`config.mk`:
```
export PLATFORM = sky130hd
export DESIGN_NAME = i2cmte
export DESIGN_NICKNAME = d
export VERILOG_FILES = /design/src/i2cmte_pkg.sv /design/src/i2cmte.sv
export VERILOG_INCLUDE_DIRS = /design/src
export SDC_FILE = /design/constraint.sdc
export NUM_CORES = 1
export LEC_CHECK = 0
export ABC_AREA = 1
export BUFFER_PORTS_ARGS = -buffer_cell sky130_fd_sc_hd__buf_4
export CORE_MARGIN = 4
export CORE_UTILIZATION = 37
export DETAILED_ROUTE_END_ITERATION = 12
export GPL_TIMING_DRIVEN = 0
export SETUP_SLACK_MARGIN = 0.15
export SLEW_MARGIN = 20
export SYNTH_ARGS = -nofsm -noshare
export SYNTH_HDL_FRONTEND = slang
export SYNTH_SLANG_ARGS = --single-unit
```
`constraint.sdc`:
```
create_clock -name clk_sys -period 1.93 [get_ports clk_sys]
set_input_delay 0.386 -clock clk_sys [delete_from_list [all_inputs] [get_ports clk_sys]]
set_output_delay 0.386 -clock clk_sys [all_outputs]
set_load 0.01 [all_outputs]
```
`src/i2cmte_regs.svh`:
```
// timing and field constants of the i2c master transaction engine
`ifndef I2CMTE_REGS_SVH
`define I2CMTE_REGS_SVH
`define I2CMTE_CLK_PERIOD_NS 8
`define I2CMTE_SCL_PERIOD_NS 2500
`define I2CMTE_QTR_CYC (`I2CMTE_SCL_PERIOD_NS / (4 * `I2CMTE_CLK_PERIOD_NS))
`define I2CMTE_QCNT_W 9
`define I2CMTE_BYTE_W 8
`define I2CMTE_FIFO_DEPTH 16
`define I2CMTE_ACK_SLOT 4'h8
`define I2CMTE_MSB 7
`endif

```
`src/i2cmte_pkg.sv`:
```
// types of the i2c master transaction engine
package i2cmte_pkg;
  typedef enum logic [6:0] {
    I2CMTE_IDLE    = 7'h01,
    I2CMTE_START   = 7'h02,
    I2CMTE_BIT     = 7'h04,
    I2CMTE_ACKWAIT = 7'h08,
    I2CMTE_NAKHOLD = 7'h10,
    I2CMTE_STOP    = 7'h20,
    I2CMTE_RESTART = 7'h40
  } i2cmte_state_e;
  typedef struct packed {
    logic start;
    logic stop;
    logic flush;
  } i2cmte_ctl_s;
  typedef struct packed {
    logic transmit_data_empty;
    logic ack;
    logic not_acknowledge_flag;
    logic start_pending;
    logic stop_pending;
    logic busy;
  } i2cmte_sts_s;
endpackage : i2cmte_pkg

```
`src/i2cmte.sv`:
```
// i2c master transaction engine: transmit fifo and bus sequencer
//
// Behaviour
// - enabled, empty data and interrupt enable give transmit interrupt
// - start request with address waiting: start condition, load shifter
// - transmit interrupt again after first address bit leaves
// - slave pulling sda low in ack high phase sets ack status
// - nack without pending stop/start sets nack flag, clears ack
// - after stop following nack, clear stop bit and nack flag
// - each data byte reloads shifter, shifts, interrupt after first bit
// - pending stop/start at final byte suppresses nack event
// - after final byte emit stop or restart; stop clears its request, restart leaves start pending until next start
// - stop bit clears when address-only transaction finishes
// - after probe ack status shows whether slave acknowledged
// - probe never raises nack event since stop is pending
// - after first 10-bit byte acked, load and send second byte
// - start waits for both start request and written data
// - empty data while sending, no stop/start pending: stall before ack cycle
// - flush with stop or start discards stale data
`timescale 1ns/1ns

////////////////////////////////////////////////////////////////////////////
module i2cmte_fifo #(
  parameter int W = 8,
  parameter int D = 16
) (
  // clock and reset
  input  wire logic         clk_sys,
  input  wire logic         rst_b,
  // fill side
  input  wire logic         in_valid,
  input  wire logic [W-1:0] in_data,
  output logic              in_ready,
  // drain side
  output logic              out_valid,
  output logic [W-1:0]      out_data,
  input  wire logic         out_ready,
  // discard all words
  input  wire logic         flush
);
  localparam int AW = $clog2(D);
  localparam logic [AW:0] FULL_CNT = (AW+1)'(D);

  logic [W-1:0]  mem [D];
  logic [AW-1:0] wr_idx;
  logic [AW-1:0] rd_idx;
  logic [AW:0]   count;
  logic [AW:0]   next_count;
  wire           push = in_valid & in_ready;
  wire           pop  = out_valid & out_ready;

  assign out_data = mem[rd_idx];

  always_comb begin
    next_count = count;
    if (flush) begin
      next_count = '0;
    end else if (push & ~pop) begin
      next_count = count + 1'b1;
    end else if (pop & ~push) begin
      next_count = count - 1'b1;
    end
  end

  always_ff @(posedge clk_sys) begin
    if (push) begin
      mem[wr_idx] <= in_data;
    end
  end

  always_ff @(posedge clk_sys or negedge rst_b) begin
    if (!rst_b) begin
      wr_idx    <= '0;
      rd_idx    <= '0;
      count     <= '0;
      in_ready  <= 1'b0;
      out_valid <= 1'b0;
    end else begin
      wr_idx    <= flush ? '0 : (push ? wr_idx + 1'b1 : wr_idx);
      rd_idx    <= flush ? '0 : (pop ? rd_idx + 1'b1 : rd_idx);
      count     <= next_count;
      in_ready  <= next_count != FULL_CNT;
      out_valid <= next_count != '0;
    end
  end
endmodule : i2cmte_fifo

////////////////////////////////////////////////////////////////////////////
`include "i2cmte_regs.svh"
module i2cmte (
  // clock and reset
  input  wire logic                          clk_sys,
  input  wire logic                          rst_b,
  // control levels
  input  wire logic                          controller_enable,
  input  wire logic                          transmit_interrupt_enable,
  // control request pulse
  input  wire logic                          ctl_write,
  input  wire i2cmte_pkg::i2cmte_ctl_s       ctl_bits,
  // transmit data stream
  input  wire logic                          wr_valid,
  input  wire logic [`I2CMTE_BYTE_W-1:0]     wr_data,
  output logic                               wr_ready,
  // status
  output i2cmte_pkg::i2cmte_sts_s            status,
  output logic                               tx_irq,
  // bus pins
  input  wire logic                          scl_in,
  output logic                               scl_out,
  output logic                               scl_oe,
  input  wire logic                          sda_in,
  output logic                               sda_out,
  output logic                               sda_oe
);
  import i2cmte_pkg::*;

  localparam logic [`I2CMTE_QCNT_W-1:0] QTR_LAST =
    `I2CMTE_QCNT_W'(`I2CMTE_QTR_CYC - 1);

  i2cmte_state_e               state;
  logic [1:0]                  ph;
  logic [`I2CMTE_QCNT_W-1:0]   qcnt;
  logic [3:0]                  bit_cnt;
  logic [`I2CMTE_BYTE_W-1:0]   shreg;
  logic                        scl_meta;
  logic                        scl_s;
  logic                        sda_meta;
  logic                        sda_s;
  logic                        start_pend;
  logic                        stop_pend;
  logic                        nack_flag;
  logic                        ack_bit;
  logic                        fifo_valid;
  logic [`I2CMTE_BYTE_W-1:0]   fifo_data;

  ////////////////////////////////////////////////////////////////////////
  // decode
  wire st_idle  = state == I2CMTE_IDLE;
  wire st_start = state == I2CMTE_START;
  wire st_bit   = state == I2CMTE_BIT;
  wire st_wait  = state == I2CMTE_ACKWAIT;
  wire st_nak   = state == I2CMTE_NAKHOLD;
  wire st_stop  = state == I2CMTE_STOP;
  wire st_rst   = state == I2CMTE_RESTART;
  wire timed    = st_start | st_bit | st_stop | st_rst;
  wire tick     = qcnt == QTR_LAST;
  wire stretch  = (ph == 2'h2) & ~scl_s;
  wire step     = timed & tick & ~stretch;
  wire ph_end   = step & (ph == 2'h3);
  wire in_ack   = bit_cnt == `I2CMTE_ACK_SLOT;
  wire pend_any = stop_pend | start_pend;
  wire set_start = ctl_write & ctl_bits.start;
  wire set_stop  = ctl_write & ctl_bits.stop;
  wire do_flush  = ctl_write & ctl_bits.flush & (ctl_bits.start | ctl_bits.stop);
  wire go_start  = st_idle & controller_enable & start_pend & fifo_valid;
  wire start_end = st_start & ph_end;
  wire data_end  = st_bit & ph_end & ~in_ack;
  wire last_data = data_end & (bit_cnt == 4'h7);
  wire ack_end   = st_bit & ph_end & in_ack;
  wire nack_evt  = ack_end & sda_s & ~pend_any;
  wire stop_end  = st_stop & ph_end;
  wire rst_end   = st_rst & ph_end;
  // pop after first bit, exposing empty
  wire pop       = st_bit & ph_end & (bit_cnt == 4'h0) & fifo_valid;
  wire hold_sda  = (st_bit | st_stop | st_rst) & (ph == 2'h0);
  wire scl_low   = (st_bit | st_stop | st_rst) & ~ph[1] | st_wait | st_nak;
  wire sda_low   = st_bit & ~in_ack & ~shreg[`I2CMTE_MSB]
                 | st_start & ph[1]
                 | st_stop & (ph != 2'h3);

  ////////////////////////////////////////////////////////////////////////
  // transmit fifo
  i2cmte_fifo #(
    .W (`I2CMTE_BYTE_W),
    .D (`I2CMTE_FIFO_DEPTH)
  ) u_fifo (
    .clk_sys   (clk_sys),
    .rst_b     (rst_b),
    .in_valid  (wr_valid),
    .in_data   (wr_data),
    .in_ready  (wr_ready),
    .out_valid (fifo_valid),
    .out_data  (fifo_data),
    .out_ready (pop),
    .flush     (do_flush)
  );

  ////////////////////////////////////////////////////////////////////////
  // pin synchronisers
  always_ff @(posedge clk_sys or negedge rst_b) begin
    if (!rst_b) begin
      scl_meta <= 1'b1;
      scl_s    <= 1'b1;
      sda_meta <= 1'b1;
      sda_s    <= 1'b1;
    end else begin
      scl_meta <= scl_in;
      scl_s    <= scl_meta;
      sda_meta <= sda_in;
      sda_s    <= sda_meta;
    end
  end

  ////////////////////////////////////////////////////////////////////////
  // quarter bit timing
  always_ff @(posedge clk_sys or negedge rst_b) begin
    if (!rst_b) begin
      qcnt <= '0;
      ph   <= 2'h0;
    end else if (!timed || step) begin
      qcnt <= '0;
      ph   <= timed ? ph + 2'h1 : 2'h0;
    end else if (!tick) begin
      qcnt <= qcnt + 1'b1;
    end
  end

  ////////////////////////////////////////////////////////////////////////
  // sequencer
  always_ff @(posedge clk_sys or negedge rst_b) begin
    if (!rst_b) begin
      state   <= I2CMTE_IDLE;
      bit_cnt <= 4'h0;
      shreg   <= '0;
    end else if (!controller_enable) begin
      state   <= I2CMTE_IDLE;
      bit_cnt <= 4'h0;
    end else begin
      case (state)
        I2CMTE_IDLE: begin
          if (go_start) begin
            state <= I2CMTE_START;
          end
        end
        I2CMTE_START: begin
          if (start_end) begin
            state   <= I2CMTE_BIT;
            shreg   <= fifo_data;
            bit_cnt <= 4'h0;
          end
        end
        I2CMTE_BIT: begin
          if (data_end) begin
            shreg   <= {shreg[`I2CMTE_MSB-1:0], 1'b0};
            bit_cnt <= bit_cnt + 4'h1;
            if (last_data && !fifo_valid && !pend_any) begin
              state <= I2CMTE_ACKWAIT;
            end
          end else if (ack_end) begin
            bit_cnt <= 4'h0;
            if (nack_evt) begin
              state <= I2CMTE_NAKHOLD;
            // stop or restart after last byte
            end else if (stop_pend) begin
              state <= I2CMTE_STOP;
            end else if (start_pend) begin
              state <= I2CMTE_RESTART;
            end else begin
              shreg <= fifo_data;
            end
          end
        end
        I2CMTE_ACKWAIT: begin
          if (fifo_valid || pend_any) begin
            state <= I2CMTE_BIT;
          end
        end
        I2CMTE_NAKHOLD: begin
          if (stop_pend) begin
            state <= I2CMTE_STOP;
          end else if (start_pend) begin
            state <= I2CMTE_RESTART;
          end
        end
        I2CMTE_STOP: begin
          if (stop_end) begin
            state <= I2CMTE_IDLE;
          end
        end
        I2CMTE_RESTART: begin
          // released lines then start again from idle
          if (rst_end) begin
            state <= I2CMTE_IDLE;
          end
        end
        default: begin
          state <= I2CMTE_IDLE;
        end
      endcase
    end
  end

  ////////////////////////////////////////////////////////////////////////
  // request and status flags, set wins over clear
  always_ff @(posedge clk_sys or negedge rst_b) begin
    if (!rst_b) begin
      start_pend <= 1'b0;
      stop_pend  <= 1'b0;
      nack_flag  <= 1'b0;
      ack_bit    <= 1'b0;
    end else begin
      start_pend <= set_start | (start_pend & ~start_end);
      stop_pend  <= set_stop | (stop_pend & ~stop_end);
      nack_flag  <= nack_evt | (nack_flag & ~(stop_end | rst_end));
      if (ack_end) begin
        ack_bit <= ~sda_s;
      end
    end
  end

  ////////////////////////////////////////////////////////////////////////
  // registered outputs
  always_ff @(posedge clk_sys or negedge rst_b) begin
    if (!rst_b) begin
      status  <= '0;
      tx_irq  <= 1'b0;
      scl_out <= 1'b0;
      sda_out <= 1'b0;
      scl_oe  <= 1'b0;
      sda_oe  <= 1'b0;
    end else begin
      status.transmit_data_empty  <= ~fifo_valid;
      status.ack                  <= ack_bit;
      status.not_acknowledge_flag <= nack_flag;
      status.start_pending        <= start_pend;
      status.stop_pending         <= stop_pend;
      status.busy                 <= ~st_idle;
      tx_irq  <= controller_enable & transmit_interrupt_enable & ~fifo_valid;
      scl_out <= 1'b0;
      sda_out <= 1'b0;
      scl_oe  <= scl_low;
      sda_oe  <= hold_sda ? sda_oe : sda_low;
    end
  end
endmodule : i2cmte

```
==> metrics.yaml <==
status: "complete, but fails checks"
violations: "setup timing"
grt_max_degree: 63
num_vias: 6082
fmaxAchievable_ghz: 0.479
multi_input_area_sq_um: 3100
avgSynthCellArea_sq_um: 10.8
final_cell_count_no_fill: 1168
vias_per_cell: 5.21
grt_pass1_vias: 5816
dieArea_sq_um: 25100
grt_overflow: 0
finalSetupViolations: 19
drc: 0
hold_class: "in -> async"
drt-total-wl_mm: 21.1
end_kind: "flop"
cts_tree: "yes"
leakage_nw: 4.24
ir_drop_uv: 620
routabilityCongestion: 0.817
register_area_sq_um: 5400
rows: 54
n_antenna_cell: 0
synth-edff-count: 128
grtUsageTotal_pct: 16.8
drv_slew: 0
htree_levels: 4
rsz0062_at_grt: "true"
nets: 908
clockBufferDepth: 2
drtIter0Drc: 417
core_area_sq_um: 22000
crit_type: "reg -> reg"
cp-start-kind: "flop"
wl_per_cell_um: 18.1
firstDrtPassIters: 5
synth_area_sq_um: 8360
antenna_found_initial: 0
synth-seq-area-share_pct: 64.6
setup_slack_ns: -0.160
skew_ns: 0.0212
hold_viol_final: 0
io_buffers: 27
fin_crit_sh_pct: 108
chipHeight_um: 158
max_cap_violations: 0
start_util_pct: 38.0
hpwlAfterDp_mm: 13.3
clkTransAtPathRegs_ns: 0.08
ys.warnings.count: 0
p_per_area_nw_per_um2: 986
die_w_um: 158
cts-root-buf: "clkbuf_16"
async_reset_ff_share_pct: 32.6
insertion_delay_ns: 0.45
ios: 31
syn_inst: 777
ys_ff_latch: 190
cp.required_ns: 2.30
area_delta_synth_final_pct: 27.8
cts_buffers: 17
ys_types: 48
power_mw: 10.5
slew_headroom_pct: 48.1
grt_pass1_wl_mm: 31.9
finalCriticalPeriod_ns: 2.09
worstPathMaxFanout: 5
worstMarginPinSlew_ns: 0.779
cp.arrival_ns: 2.46
dp_cells: 1085
drive_gt1_share_pct: 31.0
drtAntennaViolNets: 0
synthFlopType: "edfxtp_1"
dp_slack_ns: -0.712
clock_sinks: 190
num-fill-cells: 1981
[worst paths after layout]
| path | startpoint | to | slack (ns) | cells past startpoint |
|---|---|---|---|---|
| setup / recovery | state[4] | u_fifo.out_valid | -0.16 | 16 |
| hold / removal | rst_b | qcnt[6] | 0.03 | 1 |
| setup reg to reg | state[4] | u_fifo.out_valid | -0.16 | 16 |
| hold reg to reg | sda_meta | sda_s | 0.35 | 0 |
| max in group asynchronous | rst_b | u_fifo.rd_idx[1] | 1.36 | 1 |
| min in group clk_sys | scl_in | scl_meta | 0.06 | 1 |
[layer usage]
metal  routed length [um]  global-route usage (%)  part of all wire (%)  vias up
met5                    0                       0                     0        -
met4                  603                    6.09                   2.9        0
met3                  963                    3.15                   4.6       41
met2                10500                    27.7                    50      174
met1                 9060                    22.3                    43     2976
li1                     -                       -                     -     2891
[stage by stage]
stage          setup TNS [ns]  utilization [%]  instance area (sq um)  hold WS, ns
2_1_floorplan               0                -                   8400       0.0904
3_3_place_gp           -35.04             40.6                   8950        0.346
3_5_place_dp           -40.58             40.6                   8950        0.347
4_1_cts                 -1.16             46.4                  10200       0.0382
5_1_grt                 -5.21             48.5                  10700       0.0446
6_report                -1.47             48.5                  10700       0.0333
[critical path: stages, from the launching register on]
cell and delay (ns):
dfrtp_1 0.41, nor2_2 0.15, nand2_2 0.11, clkinv_4 0.10, nand2_8 0.06, nand3_4 0.13
nand3_4 0.09, nor2_4 0.17, nand3_4 0.14, buf_6 0.16, nand3_2 0.05, nand2_1 0.06
inv_2 0.06, nand2_2 0.06, nor2_4 0.15, nor2_4 0.06, nand3_2 0.06
[layout make-up]
cell class | count | share of cell area, %
flip-flops and latches | 190 | 50.6
multi-input cells | 489 | 29.0
repair buffers | 78 | 6.76
clock buffers | 17 | 3.98
well taps | 280 | 3.28
inverters | 74 | 2.73
clock inverters | 15 | 2.08
plain buffers | 25 | 1.62
[Yosys cell counts (9+ instances only)]
cell type / number / area, sq um
nand2_1: 145 / 544
edfxtp_1: 128 / 3840
nor2_1: 84 / 315
o21ai_0: 66 / 330
inv_1: 61 / 229
dfrtp_1: 57 / 1430
nand3_1: 46 / 230
a21oi_1: 29 / 145
clkbuf_1: 18 / 67.6
ha_1: 14 / 175
nor3_1: 11 / 55.1
o22ai_1: 10 / 62.6
nand4_1: 9 / 56.3
[cell families after synthesis]
family                   after synthesis  synth area share, %
flip-flops                           190                 64.6
other                                  1               0.0448
buffers and inverters                 99                 4.70
adder cells (fa/ha/maj)               14                 2.09
AO/OA/AOI/OAI                        142                 10.0
XOR/XNOR                               9                0.943
AND/OR/NAND/NOR                      322                 17.6
[power breakdown]
| part | leakage [nW] | switching (mW) | internal [mW] |
|---|---|---|---|
| combinational | 1.97 | 1.21 | 0.697 |
| sequential | 1.96 | 0.164 | 4.70 |
| clock | 0.313 | 1.83 | 1.93 |
[state kept, by name, indices dropped and copies added, names as in the netlist, 4 cells and up]
name           count
u_fifo.count       5
u_fifo.wr_idx      4
state              7
u_fifo.rd_idx      4
qcnt               9
status             6
bit_cnt            4
shreg              8
u_fifo.mem       128
[cell usage in the layout (no fill, tap or decap), types with 7 or more instances in the layout]
master	synthesis	layout
edfxtp_1	128	128
nor2_2	6	8
clkbuf_16	0	17
inv_1	61	52
o21ai_0	66	45
ha_1	14	13
o21ai_2	3	11
o22ai_1	10	8
buf_12	0	7
nor3_1	11	10
inv_2	8	16
o21ai_1	4	16
nand2_1	145	122
dfrtp_1	57	56
buf_4	2	66
buf_6	1	14
nand4_1	9	9
xor2_1	7	7
nand3_2	1	10
nor2_1	84	57
a221oi_1	7	7
nand3_1	46	34
a21oi_1	29	24
nand2_2	4	22
nor2_4	2	27
[what timing repair did]
| item | CTS | global route |
|---|---|---|
| gates resized for setup | 132 | 71 |
| hold endpoints to repair | 0 | 0 |
| endpoints found under the setup margin | 165 | 155 |
| buffers inserted | 29 | 21 |
| cloned | 1 | 0 |
| pin swaps | 27 | 29 |
| hold buffers | 0 | 0 |
Power figures use the tool's default switching activity.
